<file path="config.mk">
export PLATFORM = sky130hd
export DESIGN_NAME = pfsa_dev_flat
export DESIGN_NICKNAME = d
export VERILOG_FILES = /design/src/pfsa_pkg.sv /design/src/pfsa_if.sv /design/src/pfsa_tmr.sv /design/src/pfsa_dev.sv /design/src/flat_wrapper.sv
export SDC_FILE = /design/constraint.sdc
export NUM_CORES = 1
export LEC_CHECK = 0
export BUFFER_PORTS_ARGS = -buffer_cell sky130_fd_sc_hd__buf_2
export CORE_MARGIN = 1
export CORE_UTILIZATION = 50
export CTS_CLUSTER_SIZE = 8
export DETAILED_ROUTE_END_ITERATION = 10
export PLACE_DENSITY = 0.66
export SLEW_MARGIN = 20
export SYNTH_ARGS = -nofsm -noshare
export SYNTH_HDL_FRONTEND = slang
export SYNTH_HIERARCHICAL = 1
export SYNTH_SLANG_ARGS = --single-unit
</file>
<file path="constraint.sdc">
create_clock -name CLK -period 3.43 [get_ports CLK]
set_input_delay 0.5145 -clock CLK [delete_from_list [all_inputs] [get_ports CLK]]
set_output_delay 0.5145 -clock CLK [all_outputs]
set_load 0.01 [all_outputs]
</file>
<file path="src/pfsa_pkg.sv">
package pfsa_pkg;

  // ****************************************************************
  // link register map (index on the core access path)
  // ****************************************************************
  localparam logic [2:0] ADDR_LOW_IDX  = 3'h0;
  localparam logic [2:0] ADDR_HIGH_IDX = 3'h1;
  localparam logic [2:0] WORD_LOW_IDX  = 3'h2;
  localparam logic [2:0] WORD_HIGH_IDX = 3'h3;
  localparam logic [2:0] CTRL1_IDX     = 3'h4;
  localparam logic [2:0] UNLOCK_IDX    = 3'h5;

  // ctrl1 field positions
  localparam int READ_GO_BIT   = 0;
  localparam int PROG_GO_BIT   = 1;
  localparam int PROG_EN_BIT   = 2;
  localparam int ERASE_SEL_BIT = 4;
  localparam int LATCH_ONLY_BIT = 5;
  localparam int CFG_SEL_BIT   = 6;

  // reset values and keys
  localparam logic [7:0]  CTRL1_RESET  = 8'h00;
  localparam logic [7:0]  REG_RESET    = 8'h00;
  localparam logic [7:0]  UNLOCK_KEY1  = 8'h55;
  localparam logic [7:0]  UNLOCK_KEY2  = 8'haa;
  localparam logic [13:0] LATCH_BLANK  = 14'h3fff;

  // sizes
  localparam int WORD_W    = 14;
  localparam int ADDR_W    = 15;
  localparam int LATCH_N   = 32;
  localparam int LATCH_IW  = 5;

  // timing
  localparam int CLK_MHZ       = 100;
  localparam int ERASE_TIME_US = 2000;
  localparam int ERASE_CYC     = ERASE_TIME_US * CLK_MHZ;
  localparam int CLK_PER_ICYC  = 4;

  // host wishbone map
  localparam logic [7:0] CMD_OFS  = 8'h00;
  localparam logic [7:0] STAT_OFS = 8'h04;
  localparam int CMD_IDX_LSB  = 0;
  localparam int CMD_DATA_LSB = 8;
  localparam int CMD_WE_BIT   = 16;
  localparam int CMD_NOP_BIT  = 17;
  localparam int ST_BUSY_BIT  = 0;
  localparam int ST_HOLD_BIT  = 1;
  localparam int ST_VOID_BIT  = 2;
  localparam int ST_RDATA_LSB = 8;

  typedef enum {OP_NONE, OP_LATCH, OP_ERASE, OP_PROG} pfsa_op_t;

endpackage : pfsa_pkg

</file>
<file path="src/pfsa_if.sv">
`timescale 1ns/100ps
interface pfsa_if;
  logic       icyc;       // one instruction cycle, pulse
  logic       acc_valid;  // slot carries a register access
  logic       acc_we;
  logic [2:0] acc_idx;
  logic [7:0] acc_wdata;
  logic [7:0] acc_rdata;  // answer, one clock after icyc
  logic       slot_void;  // current slot is forced to nop
  logic       core_hold;  // execution stalled

  modport dev  (input icyc, acc_valid, acc_we, acc_idx, acc_wdata,
                output acc_rdata, slot_void, core_hold);
  modport core (output icyc, acc_valid, acc_we, acc_idx, acc_wdata,
                input acc_rdata, slot_void, core_hold);
endinterface : pfsa_if

</file>
<file path="src/pfsa_tmr.sv">
`timescale 1ns/100ps
module pfsa_tmr #(
  parameter int CNT_W = 18
) (
  input  wire logic             clk,
  input  wire logic             reset,
  input  wire logic             load,
  input  wire logic [CNT_W-1:0] count,
  output logic                  done
);
  import pfsa_pkg::*;

  typedef struct packed {
    logic             run;
    logic [CNT_W-1:0] cnt;
    logic             done;
  } pfsa_tmr_st_t;

  pfsa_tmr_st_t st_r, st_nxt;

  initial begin
    if (CNT_W < 2) $error("pfsa_tmr: CNT_W too small");
  end

  // countdown, done pulses once as the count reaches one
  always_comb begin
    st_nxt      = st_r;
    st_nxt.done = 1'b0;
    if (load) begin
      st_nxt.run = 1'b1;
      st_nxt.cnt = count;
    end else if (st_r.run) begin
      if (st_r.cnt <= CNT_W'(1)) begin
        st_nxt.run  = 1'b0;
        st_nxt.done = 1'b1;
      end else begin
        st_nxt.cnt = st_r.cnt - CNT_W'(1);
      end
    end
  end

  always_ff @(posedge clk) begin
    if (reset) st_r <= '0;
    else       st_r <= st_nxt;
  end

  assign done = st_r.done;

endmodule : pfsa_tmr

</file>
<file path="src/pfsa_dev.sv">
// Notes on behaviour
// - software loads address, clears config, sets read_go
// - second slot after read_go does array read
// - word appears in data pair right after read
// - data pair holds until next read/write
// - software puts nops after read_go
// - erase, latch load, program need full unlock
// - unlock: 55h, AAh, program_go, two nops
// - program_go always forces two nop slots
// - erase or program stalls core until done
// - latch load: two nops, then no stall
// - software masks interrupts around unlock
// - erase only whole rows
// - erase setup order by software
// - stall halts execution only, clocks run
// - resume at third slot after program_go
// - go bits software-set only, hardware clears
// - write/erase need program_enable, clear at reset
// - 14-bit word, 15-bit address
// - latches go blank after write or erase
//
// The register offsets and the Wishbone interface to the registers are this design's own decisions.
`timescale 1ns/100ps
module pfsa_dev #(
  parameter int ERASE_CYCLES = pfsa_pkg::ERASE_CYC
) (
  input  wire logic                          CLK,
  input  wire logic                          RESET,
  pfsa_if.dev                                LINK,
  output logic [pfsa_pkg::ADDR_W-1:0]        ARR_ADDR,
  output logic                               ARR_RD,
  input  wire logic [pfsa_pkg::WORD_W-1:0]   ARR_RWORD,
  output logic                               ARR_ERASE,
  output logic                               ARR_PROG,
  input  wire logic [pfsa_pkg::LATCH_IW-1:0] ARR_WIDX,
  output logic [pfsa_pkg::WORD_W-1:0]        ARR_WDATA,
  output logic                               ARR_BUSY
);
  import pfsa_pkg::*;

  localparam int TMR_W = $clog2(ERASE_CYCLES + 1) + 1;

  // ****************************************************************
  // state
  // ****************************************************************
  typedef enum {S_IDLE, S_RD1, S_RD2, S_RDW, S_NOP1, S_NOP2, S_STALL} pfsa_seq_t;
  typedef enum {U_IDLE, U_KEY1, U_KEY2} pfsa_unl_t;

  typedef struct packed {
    pfsa_seq_t                          seq;
    pfsa_unl_t                          unl;
    pfsa_op_t                           op;
    logic [7:0]                         addr_low;
    logic [ADDR_W-9:0]                  addr_high;
    logic [7:0]                         word_low;
    logic [WORD_W-9:0]                  word_high;
    logic [7:0]                         ctrl1;
    logic [LATCH_N-1:0][WORD_W-1:0]     latch;
    logic [7:0]                         rdata;
    logic                               slot_void;
    logic                               hold;
    logic                               arr_rd;
    logic                               arr_erase;
    logic                               arr_prog;
    logic [WORD_W-1:0]                  wdata;
  } pfsa_dev_st_t;

  pfsa_dev_st_t st_r, st_nxt;
  logic         tmr_load;
  logic         tmr_done;
  logic         slot_live;
  logic [7:0]   wd;

  initial begin
    if (ERASE_CYCLES < 1) $error("pfsa_dev: ERASE_CYCLES must be positive");
  end

  // ****************************************************************
  // stall timer for erase and row program
  // ****************************************************************
  pfsa_tmr #(.CNT_W(TMR_W)) u_tmr (
    .clk   (CLK),
    .reset (RESET),
    .load  (tmr_load),
    .count (TMR_W'(ERASE_CYCLES)),
    .done  (tmr_done)
  );

  // a slot whose access is really executed
  assign slot_live = LINK.icyc && LINK.acc_valid && !st_r.slot_void;
  assign wd        = LINK.acc_wdata;

  // ****************************************************************
  // next state
  // ****************************************************************
  always_comb begin
    st_nxt           = st_r;
    st_nxt.arr_rd    = 1'b0;
    st_nxt.arr_erase = 1'b0;
    st_nxt.arr_prog  = 1'b0;
    tmr_load         = 1'b0;

    // read mux, unlock register reads as zero
    case (LINK.acc_idx)
      ADDR_LOW_IDX:  st_nxt.rdata = st_r.addr_low;
      ADDR_HIGH_IDX: st_nxt.rdata = {1'b0, st_r.addr_high};
      WORD_LOW_IDX:  st_nxt.rdata = st_r.word_low;
      WORD_HIGH_IDX: st_nxt.rdata = {2'b00, st_r.word_high};
      CTRL1_IDX:     st_nxt.rdata = st_r.ctrl1;
      default:       st_nxt.rdata = 8'h00;
    endcase

    // plain register writes
    if (slot_live && LINK.acc_we) begin
      case (LINK.acc_idx)
        ADDR_LOW_IDX:  st_nxt.addr_low  = wd;
        ADDR_HIGH_IDX: st_nxt.addr_high = wd[ADDR_W-9:0];
        WORD_LOW_IDX:  st_nxt.word_low  = wd;
        WORD_HIGH_IDX: st_nxt.word_high = wd[WORD_W-9:0];
        CTRL1_IDX: begin
          // go bits kept here, set only by the sequencer, never cleared by software
          st_nxt.ctrl1 = {wd[7:2], st_r.ctrl1[PROG_GO_BIT:READ_GO_BIT]};
        end
        default: ;
      endcase
    end

    // unlock tracker, any stray access drops it
    if (slot_live) begin
      case (st_r.unl)
        U_IDLE: begin
          if (LINK.acc_we && LINK.acc_idx == UNLOCK_IDX && wd == UNLOCK_KEY1)
            st_nxt.unl = U_KEY1;
        end
        U_KEY1: begin
          if (LINK.acc_we && LINK.acc_idx == UNLOCK_IDX && wd == UNLOCK_KEY2)
            st_nxt.unl = U_KEY2;
          else
            st_nxt.unl = U_IDLE;
        end
        U_KEY2:  st_nxt.unl = U_IDLE;
        default: st_nxt.unl = U_IDLE;
      endcase
    end

    // sequencer
    case (st_r.seq)
      S_IDLE: begin
        if (slot_live && LINK.acc_we && LINK.acc_idx == CTRL1_IDX) begin
          if (wd[PROG_GO_BIT]) begin
            st_nxt.ctrl1[PROG_GO_BIT] = 1'b1;
            st_nxt.slot_void = 1'b1;
            st_nxt.seq       = S_NOP1;
            // operation needs enable, unlock pair and program space
            if (st_r.unl == U_KEY2 && wd[PROG_EN_BIT] && !wd[CFG_SEL_BIT]) begin
              if (wd[ERASE_SEL_BIT])       st_nxt.op = OP_ERASE;
              else if (wd[LATCH_ONLY_BIT]) st_nxt.op = OP_LATCH;
              else                         st_nxt.op = OP_PROG;
            end else begin
              st_nxt.op = OP_NONE;
            end
          end else if (wd[READ_GO_BIT]) begin
            st_nxt.ctrl1[READ_GO_BIT] = 1'b1;
            st_nxt.seq = S_RD1;
          end
        end
      end
      S_RD1: begin
        // first slot after read_go executes normally
        if (LINK.icyc) begin
          st_nxt.slot_void = 1'b1;
          st_nxt.seq       = S_RD2;
        end
      end
      S_RD2: begin
        // second slot is taken for the array read
        if (LINK.icyc) begin
          st_nxt.arr_rd    = 1'b1;
          st_nxt.slot_void = 1'b0;
          st_nxt.seq       = S_RDW;
        end
      end
      S_RDW: begin
        st_nxt.word_low            = ARR_RWORD[7:0];
        st_nxt.word_high           = ARR_RWORD[WORD_W-1:8];
        st_nxt.ctrl1[READ_GO_BIT]  = 1'b0;
        st_nxt.seq                 = S_IDLE;
      end
      S_NOP1: begin
        if (LINK.icyc) st_nxt.seq = S_NOP2;
      end
      S_NOP2: begin
        if (LINK.icyc) begin
          st_nxt.slot_void = 1'b0;
          case (st_r.op)
            OP_ERASE, OP_PROG: begin
              // whole row only, address low bits ignored by array
              st_nxt.arr_erase = (st_r.op == OP_ERASE);
              st_nxt.arr_prog  = (st_r.op == OP_PROG);
              st_nxt.hold      = 1'b1;
              tmr_load         = 1'b1;
              st_nxt.seq       = S_STALL;
            end
            OP_LATCH: begin
              st_nxt.latch[st_r.addr_low[LATCH_IW-1:0]] = {st_r.word_high, st_r.word_low};
              st_nxt.ctrl1[PROG_GO_BIT] = 1'b0;
              st_nxt.seq = S_IDLE;
            end
            default: begin
              st_nxt.ctrl1[PROG_GO_BIT] = 1'b0;
              st_nxt.seq = S_IDLE;
            end
          endcase
        end
      end
      S_STALL: begin
        if (tmr_done) begin
          st_nxt.hold  = 1'b0;
          st_nxt.latch = {LATCH_N{LATCH_BLANK}};
          st_nxt.ctrl1[PROG_GO_BIT] = 1'b0;
          st_nxt.op  = OP_NONE;
          st_nxt.seq = S_IDLE;
        end
      end
      default: st_nxt.seq = S_IDLE;
    endcase

    // row data for the array, registered
    st_nxt.wdata = st_r.latch[ARR_WIDX];
  end

  // ****************************************************************
  // registers
  // ****************************************************************
  always_ff @(posedge CLK) begin
    if (RESET) begin
      st_r           <= '0;
      st_r.seq       <= S_IDLE;
      st_r.unl       <= U_IDLE;
      st_r.op        <= OP_NONE;
      st_r.ctrl1     <= CTRL1_RESET;
      st_r.addr_low  <= REG_RESET;
      st_r.word_low  <= REG_RESET;
      st_r.latch     <= {LATCH_N{LATCH_BLANK}};
    end else begin
      st_r <= st_nxt;
    end
  end

  // ****************************************************************
  // outputs
  // ****************************************************************
  assign LINK.acc_rdata = st_r.rdata;
  assign LINK.slot_void = st_r.slot_void;
  assign LINK.core_hold = st_r.hold;
  assign ARR_ADDR       = {st_r.addr_high, st_r.addr_low};
  assign ARR_RD         = st_r.arr_rd;
  assign ARR_ERASE      = st_r.arr_erase;
  assign ARR_PROG       = st_r.arr_prog;
  assign ARR_WDATA      = st_r.wdata;
  assign ARR_BUSY       = st_r.hold;

endmodule : pfsa_dev

</file>
<file path="src/flat_wrapper.sv">
// flat-port wrapper written by rule: the top's interface ports become plain ports
module pfsa_dev_flat import pfsa_pkg::*;
#(
  parameter int ERASE_CYCLES = pfsa_pkg::ERASE_CYC
)
  (CLK, RESET, ARR_ADDR, ARR_RD, ARR_RWORD, ARR_ERASE, ARR_PROG, ARR_WIDX, ARR_WDATA, ARR_BUSY, LINK_icyc, LINK_acc_valid, LINK_acc_we, LINK_acc_idx, LINK_acc_wdata, LINK_acc_rdata, LINK_slot_void, LINK_core_hold);
  pfsa_if LINK_i ();
  input  wire logic CLK;
  input  wire logic RESET;
  output logic [pfsa_pkg::ADDR_W-1:0] ARR_ADDR;
  output logic ARR_RD;
  input  wire logic [pfsa_pkg::WORD_W-1:0] ARR_RWORD;
  output logic ARR_ERASE;
  output logic ARR_PROG;
  input  wire logic [pfsa_pkg::LATCH_IW-1:0] ARR_WIDX;
  output logic [pfsa_pkg::WORD_W-1:0] ARR_WDATA;
  output logic ARR_BUSY;
  input wire logic [$bits(LINK_i.icyc)-1:0] LINK_icyc;
  input wire logic [$bits(LINK_i.acc_valid)-1:0] LINK_acc_valid;
  input wire logic [$bits(LINK_i.acc_we)-1:0] LINK_acc_we;
  input wire logic [$bits(LINK_i.acc_idx)-1:0] LINK_acc_idx;
  input wire logic [$bits(LINK_i.acc_wdata)-1:0] LINK_acc_wdata;
  output wire logic [$bits(LINK_i.acc_rdata)-1:0] LINK_acc_rdata;
  output wire logic [$bits(LINK_i.slot_void)-1:0] LINK_slot_void;
  output wire logic [$bits(LINK_i.core_hold)-1:0] LINK_core_hold;
  assign LINK_i.icyc = LINK_icyc;
  assign LINK_i.acc_valid = LINK_acc_valid;
  assign LINK_i.acc_we = LINK_acc_we;
  assign LINK_i.acc_idx = LINK_acc_idx;
  assign LINK_i.acc_wdata = LINK_acc_wdata;
  assign LINK_acc_rdata = LINK_i.acc_rdata;
  assign LINK_slot_void = LINK_i.slot_void;
  assign LINK_core_hold = LINK_i.core_hold;
  pfsa_dev #(.ERASE_CYCLES(ERASE_CYCLES)) u_core (.CLK(CLK), .RESET(RESET), .LINK(LINK_i), .ARR_ADDR(ARR_ADDR), .ARR_RD(ARR_RD), .ARR_RWORD(ARR_RWORD), .ARR_ERASE(ARR_ERASE), .ARR_PROG(ARR_PROG), .ARR_WIDX(ARR_WIDX), .ARR_WDATA(ARR_WDATA), .ARR_BUSY(ARR_BUSY));
endmodule
</file>
Word level (Yosys, flattened, before mapping)
Cells that the tools add are included.
W data, S select, Z words.
Cells by class
  add/subtract/negate cells: 1
  order comparisons: 4
  equal/unequal tests: 32
  muxes and demuxes: 61
  bitwise operators: 6
  reductions and logical operators: 40
Operators by type and width (count)
  $mux W448: 3
  $pmux W448 S2: 1
  $bwmux W448: 1
  $mux W32: 13
  $eq A32 B3 Y1 const B: 6
  $pmux W32 S6: 1
  $eq A32 B2 Y1 const B: 4
  $pmux W32 S2: 2
  $eq A32 B1 Y1 const B: 3
  $bmux W14 S5: 1
  $demux W14 S5: 1
  $logic_not A32 Y1: 2
  $mux W14: 3
  $pmux W8 S5: 1
  $mux W22: 1
  $mux W21: 1
  $mux W20: 1
  $le A19 B1 Y1 const B: 1
  $mux W19: 1
  $sub A19 B1 Y19 const B: 1
  $mux W1: 18
  $mux W8: 2
  $ne A2 B2 Y1 const B: 8
  $reduce_and A2 Y1: 8
  other kinds (27): 60
Word-level totals
  bits in registers: 629
  input port bits: 35
  output and inout port bits: 43
  word-level logic and storage cells: 196

Depth between registers and ports, before layout
Gate-level depths: netlist of the first run.
  word-level depth: 8
  gate-level depth with buffers: 9

Hierarchy
Netlist of the first run, hierarchy kept.
Modules (own cells, without submodules)
  pfsa_dev: instances 1, cells an instance 2318, area an instance 23871.6 um2, seq. area each 10390.0 um2
  pfsa_tmr: instances 1, cells an instance 160, area an instance 1302.5 um2, seq. area each 420.4 um2

Least setup slack after synthesis of the first run
Ideal clock, no wire load.
  path type: input to register
  start point: in ARR_WIDX[1] (netlist bit)
  end point: reg u_core.st_r (netlist bit u_core/ARR_WDATA[4])
  library setup time: 0.136 ns
  arrival time: 2.030 ns
  data required time: 3.294 ns
  setup slack: 1.264 ns
  stages: 6
  cell sequence: buf_4 > buf_2 > buf_2 > mux4_2 > a22oi_1 > a31oi_1
Between the ends
  cells in the longest elaborated chain, start to end: 2
RTL lines
  from (decl): RTL line flat_wrapper.sv:15  | input wire logic [pfsa_pkg::LATCH_IW-1:0] ARR_WIDX;
  $bmux W14 S5: RTL line pfsa_dev.sv:229  | st_nxt.wdata = st_r.latch[ARR_WIDX];
  $mux W14 (not written as such): RTL line pfsa_dev.sv:229
  to (signal assigned): RTL line pfsa_dev.sv:246  | st_r <= st_nxt;
  to (decl): RTL line pfsa_dev.sv:68  | pfsa_dev_st_t st_r, st_nxt;
No other way between the ends. The select of a mux whose other input is x is not followed.
A chain may end at the register's enable or synchronous reset.

Worst setup path in the final report of the first run
  start point: reg u_core/st_r[576] (netlist bit)
  end point: reg u_core/st_r[354] (netlist bit)
Between the ends
  cells in the longest elaborated chain, start to end: 3
RTL lines
  $eq A32 B3 Y1: RTL line pfsa_dev.sv:147  | case (st_r.seq)
  $ne A2 B2 Y1 (no line) or $reduce_bool A2 Y1 (tied branches)
  $reduce_and A4 Y1 (no line)
Several ways; a longest one is shown, not always the timed one.

==> results of run 1 <==
==> synth_stat cells, drive strengths merged (3+ instances only) <==
master | n | area (sq um)
dfxtp | 540 | 10810
nor3 | 462 | 2312
a211o | 449 | 3933
buf | 188 | 1230
clkbuf | 177 | 665.6
mux4 | 104 | 2342
mux2i | 88 | 880.8
nor2 | 79 | 299.0
a21oi | 56 | 355.3
nand2 | 40 | 150.1
or2 | 37 | 231.5
a211oi | 22 | 165.2
a22oi | 20 | 150.1
a31oi | 18 | 112.6
o21ai | 17 | 88.84
a221o | 14 | 140.1
inv | 14 | 52.55
a221oi | 13 | 120.1
nand2b | 9 | 56.30
nor2b | 8 | 50.05
o2111ai | 8 | 82.58
nand4 | 7 | 43.79
nor4 | 7 | 56.30
or3 | 7 | 48.80
nor3b | 6 | 66.31
and3b | 5 | 45.04
nand3 | 5 | 25.02
nor4bb | 5 | 50.05
xnor2 | 5 | 43.79
a311oi | 4 | 41.29
and3 | 4 | 25.02
o211ai | 4 | 30.03
or4 | 4 | 30.03
and2 | 3 | 18.77
nand3b | 3 | 22.52
o31ai | 3 | 22.52
o41ai | 3 | 26.28
or3b | 3 | 26.28
xor2 | 3 | 26.28
==> report_power, final <==
| group | leakage [uW] | switching (uW) | internal (uW) |
|---|---|---|---|
| registers | 0.00437 | 24.8 | 6310 |
| clock network | 0.00102 | 2650 | 4150 |
| logic | 0.00339 | 422 | 209 |
==> placed cells by master, fill, tap and decap left out, types with 4 or more instances in the layout <==
master and count:
sky130_fd_sc_hd__nor4bb_1 5, sky130_fd_sc_hd__o211ai_1 4, sky130_fd_sc_hd__nand2b_1 9, sky130_fd_sc_hd__conb_1 19
sky130_fd_sc_hd__nor3_1 462, sky130_fd_sc_hd__or2_1 11, sky130_fd_sc_hd__a211oi_1 22, sky130_fd_sc_hd__inv_1 14
sky130_fd_sc_hd__o21ai_0 16, sky130_fd_sc_hd__a31oi_1 18, sky130_fd_sc_hd__or2_2 5, sky130_fd_sc_hd__mux2i_1 88
sky130_fd_sc_hd__buf_2 74, sky130_fd_sc_hd__a221oi_1 12, sky130_fd_sc_hd__xnor2_1 5, sky130_fd_sc_hd__nor2_1 63
sky130_fd_sc_hd__or4_1 4, sky130_fd_sc_hd__a221o_1 14, sky130_fd_sc_hd__a21oi_1 36, sky130_fd_sc_hd__or2_0 21
sky130_fd_sc_hd__buf_4 72, sky130_fd_sc_hd__nor2_2 5, sky130_fd_sc_hd__nor2b_1 8, sky130_fd_sc_hd__clkbuf_16 80
sky130_fd_sc_hd__nand3_1 5, sky130_fd_sc_hd__nor4_1 5, sky130_fd_sc_hd__dfxtp_1 540, sky130_fd_sc_hd__mux4_2 104
sky130_fd_sc_hd__and3b_1 4, sky130_fd_sc_hd__and3_1 4, sky130_fd_sc_hd__a211o_1 449, sky130_fd_sc_hd__a21oi_2 20
sky130_fd_sc_hd__nand2_1 40, sky130_fd_sc_hd__buf_12 13, sky130_fd_sc_hd__or3_1 6, sky130_fd_sc_hd__a22oi_1 20
sky130_fd_sc_hd__nor2_4 11, sky130_fd_sc_hd__nand4_1 7, sky130_fd_sc_hd__o2111ai_1 6
==> final cells by class <==
type | instances | area (sq um)
repair buffers | 162 | 1209
well taps | 664 | 830.8
clock buffers | 80 | 2002
flip-flops and latches | 540 | 10810
clock inverters | 5 | 72.57
multi-input cells | 1575 | 12590
fillers | 4253 | 21680
inverters | 15 | 56.30
==> through the flow <==
step	power, uW	hold slack, ns	setup WS (ns)	instances	instance area, sq um
finish	13770	0.2145	0.4046	3041	27570
global route	14160	0.2166	0.2321	3041	27570
CTS	13860	0.1901	0.4746	3041	27570
detailed placement	7080	0.4453	0.4770	2956	25500
global placement	7069	0.4373	0.5792	2956	25500
floorplan	6894	0.4176	1.264	2495	25240
==> flip-flops by register name (all words and copies together) (netlist names) <==
signal,flops
u_core/st_r,477
u_core/u_tmr/st_r,20
u_core/ARR_ADDR,15
u_core/ARR_WDATA,14
u_core/LINK.acc_rdata,8
u_core/ARR_BUSY,1
u_core/ARR_ERASE,1
u_core/ARR_PROG,1
u_core/ARR_RD,1
u_core/LINK.slot_void,1
u_core/u_tmr/done,1
==> layer usage <==
layer	GRT usage, %	wire length (um)
met5	0	0
met4	11.31	2283
met3	4.639	5496
met2	45.65	34820
met1	39.92	31720
==> cell families (layout without fill, tap and decap cells) <==
| kind of cell | after synthesis | count (layout) | synth area share (%) |
|---|---|---|---|
| AOI/OAI and AO/OA | 650 | 650 | 21.59 |
| and+or+nand+nor | 703 | 703 | 14.46 |
| other | 2 | 19 | 0.02983 |
| DFF | 540 | 540 | 42.94 |
| adders and majority gates | 2 | 2 | 0.09939 |
| xor gates and xnor gates | 8 | 8 | 0.2783 |
| buffers and inverters | 380 | 262 | 7.753 |
| muxes | 193 | 193 | 12.85 |
==> final timing paths <==
path	from	end	slack, ns	cells after the start
hold reg to reg	u_core/st_r[172]$_SDFFE_PP1P_	u_core/st_r[172]$_SDFFE_PP1P_	0.45	1
setup reg to reg	u_core/st_r[576]$_SDFFE_PP0P_	u_core/st_r[354]$_SDFFE_PP1P_	0.40	4
hold / removal	ARR_RWORD[13]	u_core/st_r[488]$_SDFFE_PP0P_	0.21	3
setup / recovery	u_core/st_r[576]$_SDFFE_PP0P_	u_core/st_r[354]$_SDFFE_PP1P_	0.40	4
==> worst register-to-register path, stage by stage, from the launching register on <==
cell and delay (ns):
sky130_fd_sc_hd__dfxtp_1 0.61, sky130_fd_sc_hd__and3b_2 0.57, sky130_fd_sc_hd__a21oi_2 0.73, sky130_fd_sc_hd__or2_0 0.83
sky130_fd_sc_hd__a211o_1 0.24
==> qor.tcl, run 1 <==
set qor(final.period_utilization_pct) 88.20
set qor(worst-path-buf-inv) 0
set qor(chipHeight_um) 226.4
set qor(clockBufferDepth) 3
set qor(path_cells) {and3b_2 > a21oi_2 > or2_0 > a211o_1}
set qor(routed_wirelength_um) 74320
set qor(synth_edf_count) 0
set qor(grt_first_pass_wirelength_um) 115400
set qor(globalRouteOverflowTotal) 0
set qor(io_pins) 78
set qor(number_of_buffers_inserted_during_clock_tree_synthesis) 77
set qor(synth.cell_area_sq_mm) 0.02517
set qor(rows) 81
set qor(drv.max_cap_violation_count) 0
set qor(synth_cell_types) 82
set qor(worst_skew_pair.late_latency_ns) 0.60
set qor(finalHoldViolations) 0
set qor(worst_hold_path_type) {in2reg}
set qor(finalSetupViolations) 0
set qor(synth-seq-cells) 540
set qor(worst_slew_pin_slew_ns) 1.181
set qor(timing.setup.tns_ns) 0
set qor(clock.fmax_mhz) 330.5
set qor(groute.usage.overall_pct) 29.02
set qor(cts-root-buf) {sky130_fd_sc_hd__clkbuf_16}
set qor(route.vias.total) 20395
set qor(drcViolationCount) 0
set qor(timing.critical_path.from_type) {register}
set qor(postSynth.topFlopCell) {sky130_fd_sc_hd__dfxtp_1}
set qor(ant_nets) 0
set qor(area_growth_syn_to_layout_pct) 9.528
set qor(maxSlewHeadroom_pct) 21.26
set qor(buffers_on_ports) 77
set qor(cp_slowest_stage_delay_ns) 0.83
set qor(ys_async_sr_fraction_pct) 0
set qor(drive_gt1_share_pct) 17.25
set qor(post-dp-hpwl_um) 45120
set qor(viasPerCell) 6.707
set qor(crit_slowest_cell) {sky130_fd_sc_hd__or2_0}
set qor(vdd_ir_drop_max_mv) 0.2992
set qor(placeableCoreArea_sq_mm) 0.04925
set qor(dieArea_sq_mm) 0.05125
set qor(syn_area_cell_sq_um) 10.16
set qor(power_density_mw_per_mm2) 499.4
set qor(design.final.nets) 2408
set qor(htree_levels) 3
set qor(finalCoreUtilization_pct) 55.98
set qor(finalMaxSlewViolations) 0
set qor(synthesis.instances) 2478
set qor(dr.first_iter.drc_count) 2730
set qor(clkSlewWorstSetupHoldPaths_ns) 0.05
set qor(route.detailed.wl_per_inst_um) 24.44
set qor(number_of_instances_resized_during_post_cts_repair) 0
set qor(run_status) {completed}
set qor(die_width_um) 226.4
set qor(synth.yosys.warnings) 6
set qor(setup_repair_after_global_routing_missed_its_margin) {false}
set qor(timing.setup.critical_path_class) {reg2reg}
set qor(power_leakage_uw) 0.008787
set qor(post_cts_buffers) 0
set qor(cp_data_arrival_time_ns) 3.57
set qor(largest_net_degree_at_the_start_of_global_routing) 123
set qor(cp.required_ns) 3.97
set qor(tritoncts_clock_tree) {done}
set qor(postCtsHoldBufs) 0
set qor(sinks_on_clock_net) 540
set qor(place.gp.congestion) 0.9015
set qor(first_global_vias) 19744
set qor(cp_max_fo) 32
set qor(final_period_minus_worst_setup_slack_ns) 3.025
set qor(path_delay_family) {simple AND/OR/NAND/NOR gates}
set qor(initial_core_util_pct) 51.11
set qor(timing.clock.skew_ns) 0.01877
set qor(critical_path.endpoint_type) {register}
set qor(yosysSeqAreaShare_pct) 42.94
set qor(number_of_antenna_violations_at_the_first_check_in_global_routing) 0
set qor(pre_repair_dr_iteration_count) 6
set qor(num_antenna_cells) 0
Power figures use the tool's default switching activity.
==> run 2: changes to the inputs <==
CELL_PAD_IN_SITES_DETAIL_PLACEMENT = 0   (was unset)
CELL_PAD_IN_SITES_GLOBAL_PLACEMENT = 1   (was unset)
CORE_ASPECT_RATIO = 2   (was unset)
PLACE_DENSITY = unset   (was 0.66)
PLACE_DENSITY_LB_ADDON = 0.1   (was unset)
==> run 2 against run 1 <==
Hold slack gained 0.0099 ns. Fmax grew 1.9%. Via count grew 0.46%. Clock skew grew 0.00068 ns. Non-clock buffer count is the same. Core utilization shrank 0.73 points. Final cell count shrank 0.53%. Worst setup slack gained 0.056 ns. Combinational power grew 1%. Sequential share of layout area is essentially flat. Global-route usage grew 2.7 points. Die area grew 0.11%. Critical path type unchanged. Largest cell class unchanged.
==> qor.tcl, run 2 (same netlist as run 1, synthesis figures left out) <==
set qor(cp_data_arrival_time_ns) 3.50 ;# -0.07 ns
set qor(rows) 116 ;# +43%
set qor(htree_levels) 3 ;# unchanged
set qor(place.gp.congestion) 0.9020 ;# about the same
set qor(timing.setup.critical_path_class) {reg2reg}
set qor(worst_skew_pair.late_latency_ns) 0.60 ;# about the same
set qor(setup_repair_after_global_routing_missed_its_margin) {false}
set qor(vdd_ir_drop_max_mv) 0.3572 ;# +19%
set qor(power_density_mw_per_mm2) 499.4 ;# about the same
set qor(path_cells) {and3b_2 > buf_12 > a21oi_2 > or2_0 > a211o_1}
set qor(route.vias.total) 20489 ;# +0.46%
set qor(num_antenna_cells) 0 ;# unchanged
set qor(dr.first_iter.drc_count) 2104 ;# -23%
set qor(sinks_on_clock_net) 540 ;# unchanged
set qor(run_status) {completed}
set qor(final_period_minus_worst_setup_slack_ns) 2.970 ;# -0.05555 ns
set qor(ant_nets) 0 ;# unchanged
set qor(grt_first_pass_wirelength_um) 124400 ;# +7.8%
set qor(globalRouteOverflowTotal) 0 ;# unchanged
set qor(drv.max_cap_violation_count) 0 ;# unchanged
set qor(finalSetupViolations) 0 ;# unchanged
set qor(number_of_buffers_inserted_during_clock_tree_synthesis) 77 ;# unchanged
set qor(most_common_cell_after_layout_fill_and_taps_aside) {sky130_fd_sc_hd__dfxtp_1}
set qor(post-dp-hpwl_um) 53640 ;# +19%
set qor(groute.usage.overall_pct) 31.69 ;# +2.7 points
set qor(post_cts_buffers) 0 ;# unchanged
set qor(finalCoreUtilization_pct) 55.25 ;# -0.73 points
set qor(crit_slowest_cell) {sky130_fd_sc_hd__or2_0}
set qor(timing.clock.skew_ns) 0.01945 ;# +0.0006803 ns
set qor(place.detailed.instances) 2940 ;# -0.54%
set qor(finalMaxSlewViolations) 0 ;# unchanged
set qor(maxSlewHeadroom_pct) 23.58 ;# +2.3 points
set qor(hold-worst-slack_ns) 0.2244 ;# +0.009935 ns
set qor(clkSlewWorstSetupHoldPaths_ns) 0.05 ;# about the same
set qor(top_register) {u_core/st_r}
set qor(worst_hold_path_type) {in2reg}
set qor(clock.fmax_mhz) 336.7 ;# +1.9%
set qor(io_pins) 78 ;# unchanged
set qor(largest_register_ffs) 477 ;# unchanged
set qor(first_global_vias) 19869 ;# +0.63%
set qor(number_of_antenna_violations_at_the_first_check_in_global_routing) 0 ;# unchanged
set qor(path_delay_family) {simple AND/OR/NAND/NOR gates}
set qor(initial_core_util_pct) 50.42 ;# -0.69 points
set qor(die_width_um) 160.7 ;# -29%
set qor(buffers_on_ports) 77 ;# unchanged
set qor(most-common-layout-cells) {540 x sky130_fd_sc_hd__dfxtp_1, 462 x sky130_fd_sc_hd__nor3_1, 449 x sky130_fd_sc_hd__a211o_1}
set qor(cp.required_ns) 3.96 ;# about the same
set qor(timing.setup.tns_ns) 0 ;# unchanged
set qor(routed_wirelength_um) 82020 ;# +10%
set qor(pre_repair_dr_iteration_count) 5 ;# -1
set qor(dieArea_sq_mm) 0.05130 ;# +0.11%
set qor(timing.critical_path.from_type) {register}
set qor(clockBufferDepth) 3 ;# unchanged
set qor(preCtsSetupSlack_ns) 0.5282 ;# +0.05126 ns
set qor(power_leakage_uw) 0.008805 ;# +0.21%
set qor(placeableCoreArea_sq_mm) 0.04993 ;# +1.4%
set qor(min_delay_path_depth) 3 ;# unchanged
set qor(drcViolationCount) 0 ;# unchanged
set qor(design.final.nets) 2408 ;# unchanged
set qor(critical_path.endpoint_type) {register}
set qor(chipHeight_um) 319.3 ;# +41%
set qor(number_of_instances_resized_during_post_cts_repair) 0 ;# unchanged
set qor(area_growth_syn_to_layout_pct) 9.583 ;# about the same
set qor(cp_slowest_stage_delay_ns) 0.88 ;# +0.05 ns
set qor(finalHoldViolations) 0 ;# unchanged
set qor(worst-path-buf-inv) 1 ;# +1
set qor(cp_num_cells) 5 ;# +1
set qor(final.period_utilization_pct) 86.58 ;# -1.6 points
set qor(tritoncts_clock_tree) {done}
set qor(worst_r2r_path_depth) 5 ;# +1
set qor(cts-root-buf) {sky130_fd_sc_hd__clkbuf_16}
set qor(route.detailed.wl_per_inst_um) 27.11 ;# +11%
set qor(worst_slew_pin_slew_ns) 1.144 ;# -0.03758 ns
set qor(drive_gt1_share_pct) 17.17 ;# -0.077 points
set qor(postCtsHoldBufs) 0 ;# unchanged
set qor(cp_max_fo) 47 ;# +47%
set qor(layout_setup_ws_ns) 0.4602 ;# +0.05555 ns
set qor(largest_net_degree_at_the_start_of_global_routing) 130 ;# +5.7%
set qor(viasPerCell) 6.773 ;# +0.99%
set qor(non_filler_cells_in_the_finished_layout) 3025 ;# -0.53%
run 2: cell types whose count changed in the layout (fill, tap and decap cells not counted):
| cell | before | now |
|---|---|---|
| sky130_fd_sc_hd__or2_0 | 21 | 19 |
| sky130_fd_sc_hd__nor2_4 | 11 | 14 |
| sky130_fd_sc_hd__clkinv_8 | 1 | 2 |
| sky130_fd_sc_hd__nor2_2 | 5 | 1 |
| sky130_fd_sc_hd__buf_4 | 72 | 69 |
| sky130_fd_sc_hd__inv_6 | 3 | 2 |
| sky130_fd_sc_hd__buf_12 | 13 | 16 |
| sky130_fd_sc_hd__or2_1 | 11 | 13 |
| sky130_fd_sc_hd__clkbuf_16 | 80 | 79 |
| sky130_fd_sc_hd__nor2_1 | 63 | 64 |
run 2: path summary, 6_finish.rpt:
check                                       end                     startpoint  slack (ns)
setup / recovery  u_core/st_r[317]$_SDFFE_PP1P_  u_core/st_r[576]$_SDFFE_PP0P_        0.46
hold / removal    u_core/st_r[482]$_SDFFE_PP0P_              LINK_acc_wdata[7]        0.22
setup reg to reg  u_core/st_r[317]$_SDFFE_PP1P_  u_core/st_r[576]$_SDFFE_PP0P_        0.46
hold reg to reg   u_core/st_r[227]$_SDFFE_PP1P_  u_core/st_r[227]$_SDFFE_PP1P_        0.46
run 2: area by class of cell:
class,count,area [sq um]
Clock buffer,79,1977
Clock inverter,5,80.08
Fill cell,4510,22340
Inverter,15,56.30
Multi-Input combinational cell,1575,12600
Sequential cell,540,10810
Tap cell,649,812.0
Timing Repair Buffer,162,1246
run 2: stage by stage:
| step | instance area (sq um) | power [uW] |
|---|---|---|
| after detailed placement | 25510 | 7091 |
| after global routing | 27590 | 14200 |
| final | 27590 | 13780 |
| after global placement | 25470 | 7088 |
| after CTS | 27570 | 13880 |
| after floorplan | 25240 | 6894 |
run 2: tightest hold or removal path, stage by stage:
cell and delay, ns:
sky130_fd_sc_hd__buf_2 0.13, sky130_fd_sc_hd__nand2_1 0.06, sky130_fd_sc_hd__a21oi_1 0.05
run 2: per-layer routing:
metal  routed length [um]  GRT usage, %  share of wire (%)
met1                31710         37.88                 39
met2                41100         54.23                 50
met3                 4643         4.110                5.7
met5                    0             0                  0
met4                 4570         18.22                5.6
run 2: where the power goes:
part           total [uW]  internal [uW]  switching [uW]
clock network        6800           4110            2690
logic                 640            207             432
registers            6340           6310            26.8
